[config.mk]
export PLATFORM = sky130hd
export DESIGN_NAME = evs_supervision
export DESIGN_NICKNAME = d
export VERILOG_FILES = /design/src/evs_pkg.sv /design/src/evs_tick.sv /design/src/evs_delay.sv /design/src/evs_supervision.sv
export SDC_FILE = /design/constraint.sdc
export NUM_CORES = 2
export LEC_CHECK = 0
export BUFFER_PORTS_ARGS = -buffer_cell sky130_fd_sc_hd__buf_4
export CORE_MARGIN = 2
export CORE_UTILIZATION = 46
export DETAILED_ROUTE_END_ITERATION = 8
export HOLD_SLACK_MARGIN = 0.1
export PLACE_DENSITY = 0.67
export SLEW_MARGIN = 20
export SYNTH_ARGS = -nofsm -noshare
export SYNTH_HDL_FRONTEND = slang
export SYNTH_SLANG_ARGS = --single-unit
[constraint.sdc]
create_clock -name sys_clk -period 21.6 [get_ports sys_clk]
set_clock_uncertainty 0.05 [all_clocks]
set_input_delay 4.32 -clock sys_clk [delete_from_list [all_inputs] [get_ports sys_clk]]
set_output_delay 4.32 -clock sys_clk [all_outputs]
set_load 0.01 [all_outputs]
[src/evs_pkg.sv]
/*
  Package for the excitation voltage supervision block: fixed-point formats,
  per-unit limits, setting defaults, timing constants and carrier structs.
  Assumes all per-unit inputs share one signed format with 0.005 p.u. per LSB
  scaled by EVS_PU_ONE (value = code / 200), and a 100 MHz system clock.
*/
package evs_pkg;

  // Signed per-unit quantities: 1 LSB = 0.005 p.u., range about +-655 p.u.
  localparam int EVS_PU_W = 18;
  localparam int EVS_PU_ONE = 200;
  // Ratio settings: 1 LSB = 0.005, range 0..10 (2000 codes)
  localparam int EVS_RATIO_W = 12;
  localparam int EVS_RATIO_ONE = 200;
  // Control signal threshold: 1 LSB = 0.01, range 0..25 (2500 codes)
  localparam int EVS_CTRL_W = 12;

  localparam logic signed [EVS_PU_W-1:0] EVS_PU_0P1 = 18'sh00014;
  localparam logic signed [EVS_PU_W-1:0] EVS_PU_0P2 = 18'sh00028;
  localparam logic signed [EVS_PU_W-1:0] EVS_PU_M0P2 = -18'sh00028;

  localparam logic [EVS_RATIO_W-1:0] EVS_VOLT_RATIO_DEF = 12'h03c;
  localparam logic [EVS_RATIO_W-1:0] EVS_CURR_RATIO_DEF = 12'h03c;
  localparam logic [EVS_RATIO_W-1:0] EVS_FIELD_LEVEL_DEF = 12'h0c8;
  localparam logic [EVS_CTRL_W-1:0] EVS_SHORT_THR_DEF = 12'h064;

  // Delays are counted in 5 ms steps
  localparam int EVS_STEP_NS = 5000000;
  localparam int EVS_CLK_NS = 10;
  localparam int EVS_STEP_CYCLES = EVS_STEP_NS / EVS_CLK_NS;
  localparam int EVS_DLY_W = 12;
  localparam logic [EVS_DLY_W-1:0] EVS_VOLT_DLY_DEF = 12'h028;
  localparam logic [EVS_DLY_W-1:0] EVS_OVC_DLY_DEF = 12'h258;

  typedef struct packed {
    logic signed [EVS_PU_W-1:0] pos_volt;
    logic signed [EVS_PU_W-1:0] neg_volt;
    logic signed [EVS_PU_W-1:0] pos_curr;
    logic signed [EVS_PU_W-1:0] neg_curr;
    logic signed [EVS_PU_W-1:0] supply_volt;
    logic signed [EVS_PU_W-1:0] field_curr;
  } evs_meas_type;

  typedef struct packed {
    logic supv_enable;
    logic [EVS_DLY_W-1:0] volt_delay;
    logic [EVS_RATIO_W-1:0] volt_high_ratio;
    logic [EVS_RATIO_W-1:0] curr_low_ratio;
    logic [EVS_RATIO_W-1:0] field_level;
    logic ovc_enable;
    logic [EVS_CTRL_W-1:0] short_thr;
    logic [EVS_DLY_W-1:0] ovc_delay;
  } evs_cfg_type;

  typedef enum logic [1:0] {
    EVS_T_IDLE = 2'b00,
    EVS_T_RUN = 2'b01,
    EVS_T_TRIP = 2'b10
  } evs_tstate_type;

endpackage : evs_pkg

[src/evs_tick.sv]
/*
  Step divider: one-cycle enable pulse every STEP_CYCLES system clocks.
  Assumes a single free-running sys_clk.
*/
`timescale 1ns/1ps
module evs_tick
  import evs_pkg::*;
#(
  parameter int STEP_CYCLES = EVS_STEP_CYCLES
) (
  input wire logic sys_clk,
  input wire logic rst_n,
  output logic tick
);
  logic [19:0] cnt_reg;
  wire cnt_wrap = (cnt_reg == 20'(STEP_CYCLES - 1));

  always_ff @(posedge sys_clk) begin
    if (!rst_n) begin
      cnt_reg <= 20'h00000;
      tick <= 1'b0;
    end else begin
      cnt_reg <= cnt_wrap ? 20'h00000 : cnt_reg + 20'h00001;
      tick <= cnt_wrap;
    end
  end
endmodule : evs_tick

[src/evs_delay.sv]
/*
  Delay timer: raises trip once start has held for delay steps.
  Assumes tick is a one-cycle pulse per step from evs_tick.
*/
`timescale 1ns/1ps
module evs_delay
  import evs_pkg::*;
(
  input wire logic sys_clk,
  input wire logic rst_n,
  input wire logic tick,
  input wire logic start,
  input wire logic [EVS_DLY_W-1:0] delay,
  output logic trip
);
  evs_tstate_type state_reg;
  evs_tstate_type state_next;
  logic [EVS_DLY_W-1:0] cnt_reg;
  logic [EVS_DLY_W-1:0] cnt_next;
  wire done = (cnt_reg >= delay);

  always_comb begin
    state_next = state_reg;
    cnt_next = cnt_reg;
    case (state_reg)
      EVS_T_IDLE: begin
        cnt_next = '0;
        if (start) begin
          state_next = (delay == '0) ? EVS_T_TRIP : EVS_T_RUN;
        end
      end
      EVS_T_RUN: begin
        if (!start) begin
          // A dropout before expiry forgets all progress
          state_next = EVS_T_IDLE;
          cnt_next = '0;
        end else if (done) begin
          state_next = EVS_T_TRIP;
        end else if (tick) begin
          cnt_next = cnt_reg + 1'b1;
        end
      end
      EVS_T_TRIP: begin
        if (!start) begin
          state_next = EVS_T_IDLE;
          cnt_next = '0;
        end
      end
      default: begin
        state_next = EVS_T_IDLE;
        cnt_next = '0;
      end
    endcase
  end

  always_ff @(posedge sys_clk) begin
    if (!rst_n) begin
      state_reg <= EVS_T_IDLE;
      cnt_reg <= '0;
    end else begin
      state_reg <= state_next;
      cnt_reg <= cnt_next;
    end
  end

  assign trip = (state_reg == EVS_T_TRIP) && start;
endmodule : evs_delay

[src/evs_supervision.sv]
/*
  Excitation voltage supervision: phase loss and differential checks on
  the generator measuring voltage and excitation supply voltage, a delayed
  changeover request to field current regulation, and shorted-switch
  field overcurrent detection.
  Assumes measurements arrive synchronous to sys_clk in evs_pkg formats and
  that settings are held stable by the surrounding controller.
*/
`timescale 1ns/1ps

module evs_supervision
  import evs_pkg::*;
#(
  parameter int STEP_CYCLES = EVS_STEP_CYCLES
) (
  input wire logic sys_clk,
  input wire logic rst_n,
  input wire evs_meas_type meas,
  input wire logic signed [EVS_CTRL_W:0] ctrl_signal,
  input wire logic volt_synced,
  input wire logic on_grid,
  input wire logic field_limiter_active,
  input wire evs_cfg_type cfg,
  input wire logic cfg_load,
  output logic voltage_regulation_mode,
  output logic field_current_regulation_mode,
  output logic meas_volt_low,
  output logic supply_volt_low,
  output logic phase_loss,
  output logic grid_disturbance,
  output logic volt_trip,
  output logic ovc_detect,
  output logic ovc_trip,
  output logic signed [EVS_PU_W-1:0] positive_sequence_gen_voltage,
  output logic signed [EVS_PU_W-1:0] negative_sequence_gen_voltage,
  output logic signed [EVS_PU_W-1:0] supply_volt_disp,
  output evs_cfg_type cfg_active
);
  localparam int PW = EVS_PU_W + EVS_RATIO_W + 2;

  // Signed product of a per-unit value and an unsigned ratio code
  function automatic logic signed [PW-1:0] scale(
    input logic signed [EVS_PU_W-1:0] v,
    input logic [EVS_RATIO_W-1:0] r
  );
    logic signed [PW-1:0] a;
    logic signed [PW-1:0] b;
    a = PW'(v);
    b = $signed({2'b00, {EVS_PU_W{1'b0}}, r});
    return PW'(a * b);
  endfunction : scale

  // Multiplier by EVS_RATIO_ONE puts the left side in ratio units
  function automatic logic signed [PW-1:0] unity(
    input logic signed [EVS_PU_W-1:0] v
  );
    return scale(v, EVS_RATIO_W'(EVS_RATIO_ONE));
  endfunction : unity

  logic supv_en_reg;
  logic ovc_en_reg;
  evs_cfg_type cfg_reg;
  evs_cfg_type cfg_next;

  // Settings latch: defaults after reset, new values on cfg_load
  always_comb begin
    cfg_next = cfg_reg;
    if (cfg_load) begin
      cfg_next = cfg;
    end
  end

  always_ff @(posedge sys_clk) begin
    if (!rst_n) begin
      cfg_reg.supv_enable <= 1'b1;
      cfg_reg.volt_delay <= EVS_VOLT_DLY_DEF;
      cfg_reg.volt_high_ratio <= EVS_VOLT_RATIO_DEF;
      cfg_reg.curr_low_ratio <= EVS_CURR_RATIO_DEF;
      cfg_reg.field_level <= EVS_FIELD_LEVEL_DEF;
      cfg_reg.ovc_enable <= 1'b0;
      cfg_reg.short_thr <= EVS_SHORT_THR_DEF;
      cfg_reg.ovc_delay <= EVS_OVC_DLY_DEF;
    end else begin
      cfg_reg <= cfg_next;
    end
  end

  assign supv_en_reg = cfg_reg.supv_enable;
  assign ovc_en_reg = cfg_reg.ovc_enable;

  // Sequence-component comparisons, no division except in the field_high threshold
  wire logic signed [PW-1:0] nsv_x2 = PW'(meas.neg_volt) <<< 1;
  wire logic signed [PW-1:0] psv_ext = PW'(meas.pos_volt);
  wire logic signed [PW-1:0] i2_x2 = PW'(meas.neg_curr) <<< 1;
  wire logic signed [PW-1:0] i1_ext = PW'(meas.pos_curr);
  wire logic phase_loss_w = (nsv_x2 > psv_ext);
  wire logic disturb_w = (i2_x2 > i1_ext);

  wire logic volt_ratio_high =
    unity(meas.neg_volt) > scale(meas.pos_volt, cfg_reg.volt_high_ratio);
  wire logic curr_ratio_low =
    unity(meas.neg_curr) < scale(meas.pos_curr, cfg_reg.curr_low_ratio);
  wire logic psv_above = meas.pos_volt > EVS_PU_0P1;
  wire logic psv_below = meas.pos_volt < EVS_PU_0P1;
  wire logic i1_below = meas.pos_curr < EVS_PU_0P1;
  wire logic field_high = unity(meas.field_curr) >
    PW'($signed({1'b0, cfg_reg.field_level})) * PW'(EVS_PU_ONE) /
    PW'(EVS_RATIO_ONE) * PW'(EVS_RATIO_ONE);

  wire logic signed [EVS_PU_W:0] diff_volt =
    (EVS_PU_W+1)'(meas.pos_volt) - (EVS_PU_W+1)'(meas.supply_volt);
  wire logic diff_high = diff_volt > (EVS_PU_W+1)'(EVS_PU_0P2);
  wire logic diff_low = diff_volt < (EVS_PU_W+1)'(EVS_PU_M0P2);

  wire logic route1 = volt_synced && volt_ratio_high && psv_above &&
    (curr_ratio_low || i1_below);
  wire logic route2 = psv_below && field_high;
  wire logic route3 = on_grid && diff_low;

  // Supervision gated by master enable and grid-disturbance block
  wire logic supv_ok = supv_en_reg && !disturb_w;
  wire logic meas_low_w = supv_ok && (route1 || route2 || route3 ||
    phase_loss_w);
  wire logic supply_low_w = supv_ok && on_grid && diff_high;
  wire logic volt_start = meas_low_w || supply_low_w;

  // Field overcurrent: only meaningful while the instant limiter holds current
  wire logic signed [EVS_CTRL_W:0] thr_ext =
    $signed({1'b0, cfg_reg.short_thr});
  wire logic ovc_w = ovc_en_reg && field_limiter_active &&
    (ctrl_signal < thr_ext);

  logic tick;
  logic volt_trip_w;
  logic ovc_trip_w;

  evs_tick #(.STEP_CYCLES(STEP_CYCLES)) u_tick (
    .sys_clk(sys_clk),
    .rst_n(rst_n),
    .tick(tick)
  );

  evs_delay u_volt_dly (
    .sys_clk(sys_clk),
    .rst_n(rst_n),
    .tick(tick),
    .start(volt_start),
    .delay(cfg_reg.volt_delay),
    .trip(volt_trip_w)
  );

  evs_delay u_ovc_dly (
    .sys_clk(sys_clk),
    .rst_n(rst_n),
    .tick(tick),
    .start(ovc_w),
    .delay(cfg_reg.ovc_delay),
    .trip(ovc_trip_w)
  );

  // Once failure is confirmed, stay in field current regulation until reset:
  // a silent return to voltage regulation on a bad measurement is unsafe.
  logic field_mode_latch_reg;
  wire logic field_mode_next = field_mode_latch_reg || volt_trip_w;

  always_ff @(posedge sys_clk) begin
    if (!rst_n) begin
      field_mode_latch_reg <= 1'b0;
      voltage_regulation_mode <= 1'b1;
      field_current_regulation_mode <= 1'b0;
      meas_volt_low <= 1'b0;
      supply_volt_low <= 1'b0;
      phase_loss <= 1'b0;
      grid_disturbance <= 1'b0;
      volt_trip <= 1'b0;
      ovc_detect <= 1'b0;
      ovc_trip <= 1'b0;
      positive_sequence_gen_voltage <= '0;
      negative_sequence_gen_voltage <= '0;
      supply_volt_disp <= '0;
      cfg_active <= '0;
    end else begin
      field_mode_latch_reg <= field_mode_next;
      voltage_regulation_mode <= !field_mode_next;
      field_current_regulation_mode <= field_mode_next;
      meas_volt_low <= meas_low_w;
      supply_volt_low <= supply_low_w;
      phase_loss <= phase_loss_w;
      grid_disturbance <= disturb_w;
      volt_trip <= volt_trip_w;
      ovc_detect <= ovc_w;
      ovc_trip <= ovc_trip_w && ovc_en_reg;
      positive_sequence_gen_voltage <= meas.pos_volt;
      negative_sequence_gen_voltage <= meas.neg_volt;
      supply_volt_disp <= meas.supply_volt;
      cfg_active <= cfg_reg;
    end
  end
endmodule : evs_supervision

==> results_dict.tcl <==
set metrics [dict create \
    ys_async_sr_fraction_pct 0 \
    grt_max_degree 82 \
    grt-busiest-layer "met2" \
    clock-sinks 260 \
    synthesis.instances 5035 \
    die_span_y_um 306.7 \
    worst_path_most_repeated_cell "a21oi_1" \
    synth-seq-cells 260 \
    worst_stage_delay_on_the_critical_path_ns 0.51 \
    place.gp.congestion 0.9222 \
    total_clock_buffers_created_by_cts 34 \
    clock-root-buffer "clkbuf_16" \
    maximum_fanout_encountered_on_the_critical_timing_path 20 \
    grt_pass1_wl_um 188100 \
    synth_flop_cell "dfxtp_1" \
    max_cap_viol_count 0 \
    drcViolationCount 0 \
    number_of_antenna_violations_at_the_first_check_in_global_routing 4 \
    worst_path_max_delay_cell "or4_1" \
    wire_per_inst_um 17.71 \
    ant_nets 0 \
    detail_route.first_pass.iterations 5 \
    tightestPinTransition_ns 1.023 \
    total_of_hold_buffers_inserted_after_clock_tree_synthesis 0 \
    finalCoreUtilization_pct 52.45 \
    final_net_count 6549 \
    timing.fmax_mhz 48.95 \
    synth-seq-area-share_pct 12.35 \
    post_syn_area_um2 42140 \
    grt-ovfl-total 0 \
    hold_viol_final 0 \
    initial_core_util_pct 46.19 \
    run_status "completed" \
    crit_end_element "register" \
    dr_total_vias 35020 \
    hp-class "reg2reg" \
    grt_met1_usage_pct 33.45 \
    routed_wirelength_um 115700 \
    layout.cells.most_common_list "917 x inv_1, 563 x ha_1, 460 x fa_1, 427 x buf_4, 377 x nand2_1" \
    critical_path.reg2reg.startpoint "cfg_reg[30]" \
    design.die.area_um2 94060 \
    starting_drc_count_in_detailed_routing 2011 \
    synth_cell_types 127 \
    setup.reg_to_reg.worst_slack_ns 1.17 \
    first_global_vias 35370 \
    slew_viol_final 0 \
    clkTransAtPathRegs_ns 0.06 \
    yosys_warnings 0 \
    design.portCount 338 \
    fin_crit_sh_pct 94.57 \
    mostFrequentLayoutCell "inv_1" \
    timing.max_slew.rel_slack_pct 31.18 \
    placement.io_buffers 337 \
    cts_tree "done" \
    finalCriticalPeriod_ns 20.43 \
    grtUsageMet2_pct 42.27 \
    cts.htree.levels 2 \
    viasPerCell 5.359 \
    avgSynthCellArea_um2 8.370 \
    met3_usage_pct 3.508 \
    core_um2 91250 \
    synth_edf_count 0 \
    fp.dieW_um 306.7 \
    clkLatencyLatePin_ns 0.58 \
    dpl.hpwl_um 93280 \
    largest_register_ff_count 74 \
    critPathKind "reg2reg" \
    reg2reg_depth 89 \
    report.final.setup_viol 0 \
    area.growth.synth_to_final_pct 13.57 \
    final_layout_size_suffix_gt1_share_pct 12.68 \
    synthesis.nets 6262 \
    gr-usage-all-layers_pct 24.74 \
    cp_data_required_time_ns 22.05 \
    hold_path_startpoint "cfg_reg[16]" \
    whs_path_cells 2 \
    critPathLaunchType "register" \
    worstSetupStartpoint "cfg_reg[30]" \
    ctsLongestPathBuffers 3 \
    row_count 111 \
    crit_arrival_ns 20.87 \
]
-- repair_timing --
action / in CTS / in global routing
setup endpoints to repair: 5 / 18
pin swaps: 1 / 18
buffers inserted: 1 / 26
hold endpoints to repair: 0 / 0
gates resized for setup: 3 / 113
-- metrics by stage --
stage	cell area [µm²]	setup TNS [ns]	worst slack [ns]	std cells	hold WS, ns
2_1_floorplan	42140	0	2.698	5035	0.3799
3_3_place_gp	45870	0	0.4277	6445	0.3965
3_5_place_dp	45870	-0.2068	-0.07347	6445	0.3986
4_1_cts	47090	0	0.01235	6507	0.4139
5_1_grt	47860	-0.04396	-0.04396	6533	0.4381
6_report	47860	0	1.173	6534	0.4143
-- layout make-up --
type	instances	area (µm²)
diodes	1	2.502
clock buffers	41	938.4
clock inverters	20	259.0
fillers	8664	43380
inverters	928	3501
multi-input cells	3670	33240
flip-flops and latches	260	5209
well taps	1186	1484
repair buffers	428	3226
-- path summary, 6_finish.rpt --
path | endpoint
worst min-delay path | cfg_active[16]
worst max register to register | u_volt_dly.cnt_reg[11]
worst max-delay path | u_volt_dly.cnt_reg[11]
worst min register to register | cfg_active[16]
-- logic make-up after synthesis --
family	Yosys count	synth area share, %
AO/OA/AOI/OAI	821	13.19
XOR/XNOR	262	5.498
adder cells (fa/ha/maj)	1027	38.70
buffers and inverters	1105	10.10
flip-flops	260	12.35
multiplexers	117	2.850
AND/OR/NAND/NOR	1443	17.31
-- synthesized netlist by cell type, types with 27 or more instances --
cell type  instances  area share (%)
inv_1            919             8.2
ha_1             565              17
fa_1             461              22
nand2_1          378             3.4
nor2_1           314             2.8
and2_1           281             4.2
dfxtp_1          260              12
a21oi_1          229             2.7
o21ai_0          181             2.1
xnor2_1          174             3.6
clkbuf_1         125             1.1
mux2i_1           95             2.3
nand3_1           85             1.0
xor2_1            85             1.8
nand2b_1          83             1.2
a21o_1            67             1.2
nor2b_1           56            0.83
nor3_1            55            0.65
nand4_1           50            0.74
and3_1            32            0.48
a211oi_1          28            0.50
o211ai_1          27            0.48
-- layer usage --
layer | share of wire, % | wire length, µm | up-vias
met1 | 46 | 52780 | 17090
met3 | 4.9 | 5712 | 129
met2 | 48 | 55270 | 792
met4 | 1.7 | 1933 | 4
met5 | 0.029 | 33 | -
li1 | - | - | 17000
-- worst max-delay path: cells and delay by family, from the launching register on --
family / cells / cell delay, ns
AO/OA/AOI/OAI: 47 / 10.58
XOR/XNOR: 2 / 0.32
adder cells (fa/ha/maj): 9 / 2.77
buffers and inverters: 13 / 1.67
flip-flops: 1 / 0.43
multiplexers: 2 / 0.68
AND/OR/NAND/NOR: 16 / 3.78
Power is left out: the tool's default activity adds up to more than one toggle a clock period on the data nets, which glitch-free logic cannot reach.
